`config.mk`:
```
export PLATFORM = sky130hd
export DESIGN_NAME = scss_top
export DESIGN_NICKNAME = d
export VERILOG_FILES = /design/src/logic/scss_pkg.sv /design/src/logic/scss_top.sv
export SDC_FILE = /design/constraint.sdc
export NUM_CORES = 1
export LEC_CHECK = 0
export ABC_AREA = 1
export BUFFER_PORTS_ARGS = -buffer_cell sky130_fd_sc_hd__buf_4
export CORE_MARGIN = 1
export CORE_UTILIZATION = 40
export CTS_BUF_LIST = sky130_fd_sc_hd__clkbuf_4 sky130_fd_sc_hd__clkbuf_8
export CTS_CLUSTER_DIAMETER = 50
export CTS_CLUSTER_SIZE = 16
export DETAILED_ROUTE_END_ITERATION = 10
export GPL_ROUTABILITY_DRIVEN = 0
export PLACE_DENSITY_LB_ADDON = 0.2
export SLEW_MARGIN = 10
export SYNTH_ARGS = -nofsm -noshare
export SYNTH_HDL_FRONTEND = slang
export SYNTH_SLANG_ARGS = --single-unit
```
`constraint.sdc`:
```
create_clock -name clk -period 2 [get_ports clk]
set_input_delay 0.2 -clock clk [delete_from_list [all_inputs] [get_ports clk]]
set_output_delay 0.2 -clock clk [all_outputs]
set_load 0.1 [all_outputs]
```
`src/logic/scss_pkg.sv`:
```
// Package: constants, carriers and helpers of the system clock switch sequencer
// Behaviour
// - Select secondary: clear primary flag, switch, stop primary.
// - Hold phase one for eight secondary falling edges.
// - Secondary running flag set only while secondary clocks.
// - Crystal return waits 1024 primary start-up edges.
// - Keep running on old clock during start-up count.
// - Primary active flag set when primary takes over.
// - Hold phase one for eight primary falling edges.
// - Clearing secondary enable in secondary run clears select bit0.
// - Secondary stays running until the switch completes.
// - External clock or resistor-cap return adds 5-10 us delay.
// - Non-crystal primary skips the start-up count.
// - Stop slow internal oscillator unless watchdog or monitor use it.
// - Secondary kept running while its enable is set, while it is current, or while it is the switch target.
// - Reset clears select to 00, defaults to primary.
// - Crystal boot holds core for 1024 primary edges.
// - Two-speed boot runs from slow internal oscillator meanwhile.
// - Non-crystal boot holds phase one for 5-10 us.
// - Both start-up timers done, then one more cycle.
// - Fast internal oscillator stable flag set 4 ms later.
// - Select codes: 00 primary, 01 secondary, 10 internal, 11 reserved.
package scss_pkg;

	localparam int          CLK_HZ         = 50_000_000;
	localparam int          CLK_PERIOD_NS  = 20;

	// Register byte addresses and field positions
	localparam logic [7:0]  OSC_CTRL_ADR   = 8'h00;
	localparam logic [7:0]  SEC_CTRL_ADR   = 8'h04;
	localparam logic [7:0]  STATUS_ADR     = 8'h08;
	localparam int          OSC_SEL_LSB    = 0;
	localparam int          OSC_STABLE_BIT = 2;
	localparam int          OSC_PRIMACT_BIT = 3;
	localparam int          SEC_EN_BIT     = 0;
	localparam int          SECONDARY_RUN_STATE_BIT    = 1;
	localparam int          ST_SYSCLK_LSB  = 0;
	localparam int          ST_HOLD_BIT    = 2;
	localparam int          ST_PRIMEN_BIT  = 3;
	localparam int          ST_SECEN_BIT   = 4;
	localparam int          ST_SLOWEN_BIT  = 5;
	localparam int          ST_BUSY_BIT    = 6;

	// Clock select codes
	localparam logic [1:0]  SEL_PRIMARY    = 2'h0;
	localparam logic [1:0]  SEL_SECONDARY  = 2'h1;
	localparam logic [1:0]  SEL_INTERNAL   = 2'h2;
	localparam logic [1:0]  SEL_RESERVED   = 2'h3;

	// Counts and times
	localparam logic [10:0] OST_EDGES      = 11'h400;
	localparam logic [3:0]  HOLD_EDGES     = 4'h8;
	localparam logic [11:0] CPU_START_CYC  = 12'h100;
	localparam int          INT_DLY_NS     = 5000;
	localparam int          INT_DLY_CYC_I  = (INT_DLY_NS + CLK_PERIOD_NS - 1) / CLK_PERIOD_NS;
	localparam logic [8:0]  INT_DLY_CYC    = 9'(INT_DLY_CYC_I);
	localparam int          STABLE_DLY_MS  = 4;
	localparam int          STABLE_DLY_CYC = STABLE_DLY_MS * (CLK_HZ / 1000);

	typedef enum logic [2:0] {
		PM_XTAL_LOW,
		PM_XTAL_STD,
		PM_XTAL_HIGH,
		PM_EXT_CLOCK,
		PM_EXT_RESCAP,
		PM_INT_SLOW
	} scss_pmode_e;

	typedef enum logic [2:0] {
		ST_BOOT,
		ST_BOOT_LAST,
		ST_RUN,
		ST_OST,
		ST_HOLD,
		ST_DELAY
	} scss_state_e;

	typedef struct packed {
		logic        cyc;
		logic        stb;
		logic        we;
		logic [7:0]  adr;
		logic [3:0]  sel;
		logic [31:0] dat;
	} scss_wb_req_s;

	typedef struct packed {
		logic        ack;
		logic [31:0] dat;
	} scss_wb_rsp_s;

	typedef struct packed {
		logic [1:0] sysClkSel;
		logic       coreHold;
		logic       primOscEn;
		logic       secOscEn;
		logic       slowOscEn;
	} scss_clk_ctl_s;

	typedef struct packed {
		scss_state_e state;
		logic [1:0]  cur;
		logic [1:0]  tgt;
		logic [1:0]  sel;
		logic        secEnable;
		logic        primActive;
		logic        secRunning;
		logic        freqStable;
		logic        stableRun;
		logic [10:0] startCnt;
		logic [11:0] cpuCnt;
		logic [3:0]  edgeCnt;
		logic [8:0]  dlyCnt;
		logic [17:0] stableCnt;
		logic        primPrev;
		logic        secPrev;
		logic        slowPrev;
		logic [1:0]  sysClk;
		logic        coreHold;
		logic        primOscEn;
		logic        secOscEn;
		logic        slowOscEn;
		logic        ack;
		logic [31:0] rdat;
	} scss_state_s;

	localparam scss_state_s STATE_RST = '{
		state:     ST_BOOT,
		coreHold:  1'b1,
		primOscEn: 1'b1,
		default:   '0
	};

	function automatic logic isXtal(input scss_pmode_e m);
		return (m == PM_XTAL_LOW) || (m == PM_XTAL_STD) || (m == PM_XTAL_HIGH);
	endfunction

endpackage

```
`src/logic/scss_top.sv`:
```
// System clock switch sequencer with Wishbone register access
//
// Decided for this implementation: the Wishbone slave port and the register addresses.
`timescale 1ns/100ps
module scss_top #(
	parameter int STABLE_DLY_CYC = scss_pkg::STABLE_DLY_CYC
) (
	input  wire logic                  clk,
	input  wire logic                  arst_n,
	input  wire scss_pkg::scss_wb_req_s wbReq,
	output      scss_pkg::scss_wb_rsp_s wbRsp,
	input  wire scss_pkg::scss_pmode_e  primMode,
	input  wire logic                  twoSpeedEn,
	input  wire logic                  primClkLvl,
	input  wire logic                  secClkLvl,
	input  wire logic                  slowClkLvl,
	input  wire logic                  fastOscSelected,
	input  wire logic                  wdtUsesSlow,
	input  wire logic                  fscmUsesSlow,
	output      scss_pkg::scss_clk_ctl_s clkCtl
);

	scss_pkg::scss_state_s r;
	scss_pkg::scss_state_s n;

	logic primFall;
	logic secFall;
	logic slowFall;
	logic holdFall;
	logic xtal;
	logic busy;
	logic wbTake;
	logic wbWrite;
	logic wbWrSecClr;
	logic ostDone;
	logic cpuDone;
	logic dlyDone;

	always_comb begin
		n          = r;
		xtal       = scss_pkg::isXtal(primMode);
		primFall   = r.primPrev & ~primClkLvl;
		secFall    = r.secPrev & ~secClkLvl;
		slowFall   = r.slowPrev & ~slowClkLvl;
		n.primPrev = primClkLvl;
		n.secPrev  = secClkLvl;
		n.slowPrev = slowClkLvl;
		case (r.tgt)
			scss_pkg::SEL_PRIMARY:   holdFall = primFall;
			scss_pkg::SEL_SECONDARY: holdFall = secFall;
			default:                 holdFall = slowFall;
		endcase
		ostDone = (r.startCnt == scss_pkg::OST_EDGES);
		cpuDone = (r.cpuCnt == scss_pkg::CPU_START_CYC);
		dlyDone = (r.dlyCnt == scss_pkg::INT_DLY_CYC);

		// Bus: ack one cycle after the request, write lands on the ack edge
		wbTake     = wbReq.cyc & wbReq.stb & ~r.ack;
		wbWrite    = wbReq.cyc & wbReq.stb & r.ack & wbReq.we & wbReq.sel[0];
		wbWrSecClr = wbWrite & (wbReq.adr == scss_pkg::SEC_CTRL_ADR)
			& ~wbReq.dat[scss_pkg::SEC_EN_BIT];
		n.ack      = wbTake;
		if (wbTake) begin
			n.rdat = 32'h0;
			case (wbReq.adr)
				scss_pkg::OSC_CTRL_ADR: begin
					n.rdat[scss_pkg::OSC_SEL_LSB +: 2]   = r.sel;
					n.rdat[scss_pkg::OSC_STABLE_BIT]     = r.freqStable;
					n.rdat[scss_pkg::OSC_PRIMACT_BIT]    = r.primActive;
				end
				scss_pkg::SEC_CTRL_ADR: begin
					n.rdat[scss_pkg::SEC_EN_BIT]         = r.secEnable;
					n.rdat[scss_pkg::SECONDARY_RUN_STATE_BIT]        = r.secRunning;
				end
				scss_pkg::STATUS_ADR: begin
					n.rdat[scss_pkg::ST_SYSCLK_LSB +: 2] = r.sysClk;
					n.rdat[scss_pkg::ST_HOLD_BIT]        = r.coreHold;
					n.rdat[scss_pkg::ST_PRIMEN_BIT]      = r.primOscEn;
					n.rdat[scss_pkg::ST_SECEN_BIT]       = r.secOscEn;
					n.rdat[scss_pkg::ST_SLOWEN_BIT]      = r.slowOscEn;
					n.rdat[scss_pkg::ST_BUSY_BIT]        = (r.state != scss_pkg::ST_RUN);
				end
				default: n.rdat = 32'h0;
			endcase
		end
		if (wbWrite && wbReq.adr == scss_pkg::OSC_CTRL_ADR) begin
			n.sel = wbReq.dat[scss_pkg::OSC_SEL_LSB +: 2];
		end
		if (wbWrite && wbReq.adr == scss_pkg::SEC_CTRL_ADR) begin
			n.secEnable = wbReq.dat[scss_pkg::SEC_EN_BIT];
			if (wbWrSecClr && r.cur == scss_pkg::SEL_SECONDARY) begin
				n.sel[0] = 1'b0;
			end
		end

		// Fast internal oscillator settling timer
		if (r.stableRun) begin
			n.stableCnt = r.stableCnt + 18'h1;
			if (r.stableCnt == 18'(STABLE_DLY_CYC - 1)) begin
				n.freqStable = 1'b1;
				n.stableRun  = 1'b0;
			end
		end

		case (r.state)
			scss_pkg::ST_BOOT: begin
				// Start-up and CPU timers run side by side
				if (!ostDone && primFall) begin
					n.startCnt = r.startCnt + 11'h1;
				end
				if (!cpuDone) begin
					n.cpuCnt = r.cpuCnt + 12'h1;
				end
				if (!dlyDone) begin
					n.dlyCnt = r.dlyCnt + 9'h1;
				end
				if (xtal && twoSpeedEn) begin
					n.sysClk   = scss_pkg::SEL_INTERNAL;
					n.coreHold = 1'b0;
				end else begin
					n.sysClk   = scss_pkg::SEL_PRIMARY;
					n.coreHold = 1'b1;
				end
				if (cpuDone && (xtal ? ostDone : dlyDone)) begin
					n.state = scss_pkg::ST_BOOT_LAST;
				end
			end
			scss_pkg::ST_BOOT_LAST: begin
				n.sysClk     = scss_pkg::SEL_PRIMARY;
				n.coreHold   = 1'b0;
				n.primActive = 1'b1;
				n.state      = scss_pkg::ST_RUN;
			end
			scss_pkg::ST_RUN: begin
				// Pending writes are seen here only once a transition ends
				if (r.sel != scss_pkg::SEL_RESERVED && r.sel != r.cur) begin
					n.tgt     = r.sel;
					n.edgeCnt = 4'h0;
					n.dlyCnt  = 9'h0;
					case (r.sel)
						scss_pkg::SEL_SECONDARY: begin
							n.primActive = 1'b0;
							n.sysClk     = scss_pkg::SEL_SECONDARY;
							n.coreHold   = 1'b1;
							n.state      = scss_pkg::ST_HOLD;
						end
						scss_pkg::SEL_INTERNAL: begin
							if (primMode == scss_pkg::PM_INT_SLOW &&
								r.cur == scss_pkg::SEL_PRIMARY) begin
								n.cur = scss_pkg::SEL_INTERNAL;
							end else begin
								n.primActive = 1'b0;
								n.sysClk     = scss_pkg::SEL_INTERNAL;
								n.coreHold   = 1'b1;
								n.state      = scss_pkg::ST_HOLD;
								if (fastOscSelected) begin
									n.freqStable = 1'b0;
									n.stableRun  = 1'b1;
									n.stableCnt  = 18'h0;
								end
							end
						end
						default: begin
							if (xtal) begin
								n.startCnt = 11'h0;
								n.state    = scss_pkg::ST_OST;
							end else begin
								n.sysClk     = scss_pkg::SEL_PRIMARY;
								n.primActive = 1'b1;
								n.coreHold   = 1'b1;
								n.state      = scss_pkg::ST_HOLD;
							end
						end
					endcase
				end
			end
			scss_pkg::ST_OST: begin
				// Old clock keeps the core going while the crystal starts
				if (!ostDone && primFall) begin
					n.startCnt = r.startCnt + 11'h1;
				end
				if (ostDone) begin
					n.sysClk     = scss_pkg::SEL_PRIMARY;
					n.primActive = 1'b1;
					n.coreHold   = 1'b1;
					n.state      = scss_pkg::ST_HOLD;
				end
			end
			scss_pkg::ST_HOLD: begin
				if (holdFall) begin
					n.edgeCnt = r.edgeCnt + 4'h1;
				end
				if (holdFall && r.edgeCnt == scss_pkg::HOLD_EDGES - 4'h1) begin
					if (r.tgt == scss_pkg::SEL_PRIMARY && !xtal &&
						primMode != scss_pkg::PM_INT_SLOW) begin
						n.state = scss_pkg::ST_DELAY;
					end else begin
						n.coreHold = 1'b0;
						n.cur      = r.tgt;
						n.state    = scss_pkg::ST_RUN;
					end
				end
			end
			scss_pkg::ST_DELAY: begin
				n.dlyCnt = r.dlyCnt + 9'h1;
				if (r.dlyCnt == scss_pkg::INT_DLY_CYC - 9'h1) begin
					n.coreHold = 1'b0;
					n.cur      = r.tgt;
					n.state    = scss_pkg::ST_RUN;
				end
			end
			default: n.state = scss_pkg::ST_RUN;
		endcase

		busy = (n.state != scss_pkg::ST_RUN);
		// Flag follows the actual clock, not the select field
		n.secRunning = (n.sysClk == scss_pkg::SEL_SECONDARY) & ~n.coreHold;
		n.primOscEn  = (n.sysClk == scss_pkg::SEL_PRIMARY) |
			(busy & (n.tgt == scss_pkg::SEL_PRIMARY)) |
			(n.state == scss_pkg::ST_BOOT) | (n.state == scss_pkg::ST_BOOT_LAST);
		// Secondary lives on until the switch-away completes
		n.secOscEn   = n.secEnable | (n.cur == scss_pkg::SEL_SECONDARY) |
			(busy & (n.tgt == scss_pkg::SEL_SECONDARY));
		n.slowOscEn  = (n.sysClk == scss_pkg::SEL_INTERNAL) |
			(n.cur == scss_pkg::SEL_INTERNAL) | (primMode == scss_pkg::PM_INT_SLOW) |
			wdtUsesSlow | fscmUsesSlow;
	end

	always_ff @(posedge clk or negedge arst_n) begin
		if (!arst_n) begin
			r <= scss_pkg::STATE_RST;
		end else begin
			r <= n;
		end
	end

	assign wbRsp  = '{ack: r.ack, dat: r.rdat};
	assign clkCtl = '{sysClkSel: r.sysClk, coreHold: r.coreHold, primOscEn: r.primOscEn,
		secOscEn: r.secOscEn, slowOscEn: r.slowOscEn};
endmodule // scss_top
```
==> run_results.csv <==
group,metric,value,unit
outcome,outcome,"complete, no violations",
synthesis,ys_ff_latch,85,
pwr,clock_power_share,0.230,
timing,setup_tns,0,ns
drt,postRouteAntennaNets,0,
timing,min_period,1.866,ns
cts,clk-insertion-delay-late,0.38,ns
cts,cts_root_buf,"clkbuf_8",
global_route,grt_antenna_before_repair,0,
synthesis,ys_types,45,
setup_path,reg2reg_depth,9,
drt,route.detailed.drc,0,
timing,drv_slew,0,
synthesis,synth_area_per_cell,7.842,µm²
drt,wl_per_cell,12.26,µm
setup_path,cp-start-kind,"flop",
hold_path,hp-class,"primary input to flop",
setup_path,worstPathCellList,"inv_2 > ha_2 > nor2_1 > a21boi_0 > o21ai_1 > nor2_4 > nand3_1 > nand2_1 > nand2_1",
synthesis,synthCells,666,
cts,cts_made_buffers,9,
global_route,met3_usage,0.03166,
synthesis,synth-compound-area-share,0.08840,
synthesis,post_synth_mux_area_share,0,
timing,period_share,0.9332,
die,start_util,0.4122,
setup_path,cp-end-kind,"flop",
synthesis,synth_top_family_by_area,"simple AND/OR/NAND/NOR gates",
final_layout,final_cells,898,
die,io_pins,98,
final_layout,fin_area,0.005883,mm²
setup_path,critPathMaxStageDelay,0.41,ns
global_route,track_usage,0.1771,
pwr,power_density,876.1,mW/mm²
pwr,pwr-share-seq,0.428,
cts,cts_max_level,3,
pwr,p_total,5.155,mW
setup_path,critPathLaunch,"r[101]",
setup_path,crit_path_frequent_cell,"nand2_1",
die,die_y,116.3,µm
drt,drtIter0Drc,249,
pwr,pwr-share-comb,0.343,
synthesis,mappedNetlistArea,0.005223,mm²
global_route,grt_overflow,0,
die,fp.dieW,116.3,µm
synthesis,ys_seq_area_frac,0.4078,
cts,clock-sinks,85,
setup_path,worstPathArrival,2.14,ns
setup_path,crit_type,"flop to flop",
synthesis,synthAdderAreaFrac,0.02875,
die,coreArea,0.01267,mm²
final_layout,fillCellCount,1285,
timing,setup-violations-final,0,
setup_path,critPathCapture,"clkCtl[1]",
die,rows,41,
drt,via_per_inst,4.773,
synthesis,synth_edf_count,0,
pwr,ir_drop,0.3108,mV
placement,placed_cells,878,
synthesis,ys.flop_type,"dfrtp_1",
setup_path,worstPathMaxFanout,5,
setup_path,cp.required,2.28,ns
cts,cts_tree,"built",
timing,fmax,535.8,MHz
drt,vias,4286,
pwr,intPower,2.955,mW
setup_path,worstReg2RegEnd,"clkCtl[1]",
synthesis,synth-xor-area-share,0.04025,
timing,rsz0062_at_grt,"no",
final_layout,drive_above_1_share,0.1763,
final_layout,diodes,0,
final_layout,fin_nets,792,
synthesis,async_flop_share,1.000,
final_layout,syn_to_final_growth,12.65,%
synthesis,yosysWarnings,0,
pwr,sw_frac_of_total,0.4267,
global_route,top_usage_layer,"met2",
global_route,grt_pass1_wl,18550,µm
job,drv_cap,0,
global_route,use_met2,0.2880,
drt,dr.pass1.iters,4,
cts,clockBufferDepth,2,
final_layout,fin_util,0.4643,
synthesis,synth_simple_gate_area_frac,0.3023,
placement,portBuffers,39,
global_route,grt_max_degree,33,
placement,placed_area,0.005629,mm²
global_route,grt_pass1_vias,3978,
die,dieArea,0.01352,mm²
setup_path,cpMaxStageDelayCell,"dfrtp_1",
setup_path,r2r-start,"r[101]",
pwr,switchingPower,2.199,mW
drt,finalWirelength,11010,µm
setup_path,r2r_slack,0.13,ns
pwr,leakage,2.955,nW
timing,skew,0.01890,ns
timing,hold_violations,0,
placement,place_hpwl,8552,µm
global_route,global_route.usage.met1,0.2305,
cts,clkTransAtPathRegs,0.09,ns
[Yosys cell counts (all sizes together), types with 2 or more instances]
master / n / area share
nand2: 146 / 0.11
inv: 88 / 0.064
nor2: 84 / 0.069
dfrtp: 83 / 0.40
nand3: 49 / 0.055
buf: 44 / 0.067
o21ai: 36 / 0.037
a21oi: 28 / 0.027
nand4: 21 / 0.033
nor3: 19 / 0.019
xor2: 19 / 0.032
ha: 12 / 0.029
o31ai: 6 / 0.0086
nor4: 5 / 0.0060
xnor2: 5 / 0.0084
o21a: 4 / 0.0058
or2: 3 / 0.0036
a21boi: 2 / 0.0029
dfstp: 2 / 0.010
o22ai: 2 / 0.0024
[what timing repair did]
item | CTS | global route
hold buffers | 4 | 0
endpoints found under the setup margin | 2 | 6
buffers inserted | 0 | 0
endpoints found under the hold margin | 30 | 0
gates resized for setup | 1 | 9
pin swaps | 0 | 2
[worst min path at each step]
stage,from,slack (ns),endpoint,cells after the start
3_5_place_dp,arst_n,0.17,r[95],1
4_1_cts,wdtUsesSlow,0.01,clkCtl[0],3
6_report,wdtUsesSlow,0.04,clkCtl[0],3
3_3_place_gp,arst_n,0.17,r[95],1
5_1_grt,wdtUsesSlow,0.03,clkCtl[0],3
2_1_floorplan,arst_n,-0.1,clkCtl[0],0
[power by group through the flow]
stage	clock, mW	sequential [mW]	combinational [mW]
CTS	1.24	2.20	1.78
global route	1.31	2.23	1.96
global placement	0	2.22	1.74
floorplan	0	2.16	1.48
detailed placement	0	2.23	1.76
finish	1.18	2.20	1.77
[metal layers]
metal / share of wire / wire, µm / vias up
met3: 0.036 / 398 / 13
li1: - / - / 2206
met4: 0.018 / 199 / 0
met2: 0.46 / 5049 / 85
met1: 0.49 / 5364 / 1982
met5: 0 / 0 / -
[registers in the layout (all words and copies together), names as in the netlist]
| register | cells |
|---|---|
| clkCtl | 6 |
| r | 71 |
| wbRsp | 8 |
[per-stage QoR]
step | hold slack (ns) | setup WS, ns
after floorplan | -0.09559 | 0.3487
after global placement | 0.1716 | 0.09348
after detailed placement | 0.1703 | -0.0008842
after CTS | 0.01430 | 0.04232
after global routing | 0.03119 | 0.02113
final | 0.03646 | 0.1336
[cells by family after synthesis]
logic type               after synthesis
AND/OR/NAND/NOR                      330
other                                  1
adder cells (fa/ha/maj)               12
AO/OA/AOI/OAI                         81
buffers and inverters                133
flip-flops                            85
XOR/XNOR                              24
[critical path: cells and delay by family, from the launching register on]
family                     cells  cell delay (ns)
and+or+nand+nor                5             0.57
buffers and inverters          1             0.10
adders and majority gates      1             0.30
DFF                            1             0.41
AOI/OAI and AO/OA              2             0.40
[cell usage in the layout (no fill, tap or decap), types with 2 or more instances in the layout]
cell and instances:
nand3_1 44, dlygate4sd3_1 4, nand4_4 2, o31ai_1 6, a21oi_1 28, nor2_2 10, clkbuf_8 10, nand2_4 2
o22ai_1 2, conb_1 25, nand2_1 138, or2_2 2, xnor2_1 5, dfstp_2 2, inv_1 79, inv_2 7
nor4_1 5, buf_4 60, o21a_1 4, a21boi_0 2, nand4_2 2, nor2_4 5, nor2_1 69, nor3_2 2
o21ai_1 7, nand2_2 6, dfrtp_1 82, inv_6 4, o21ai_0 27, nand3_2 3, ha_1 11, nand3_4 2
nand4_1 17, nor3_1 17, xor2_1 19
[layout make-up]
cell class,count,area [µm²],area share
inverters,89,341.6,0.05806
flip-flops and latches,85,2131,0.3622
clock inverters,6,50.05,0.008507
clock buffers,10,137.6,0.02339
repair buffers,64,490.5,0.08337
multi-input cells,472,2517,0.4279
well taps,172,215.2,0.03658
No activity file was read; power rests on OpenSTA's default activity.
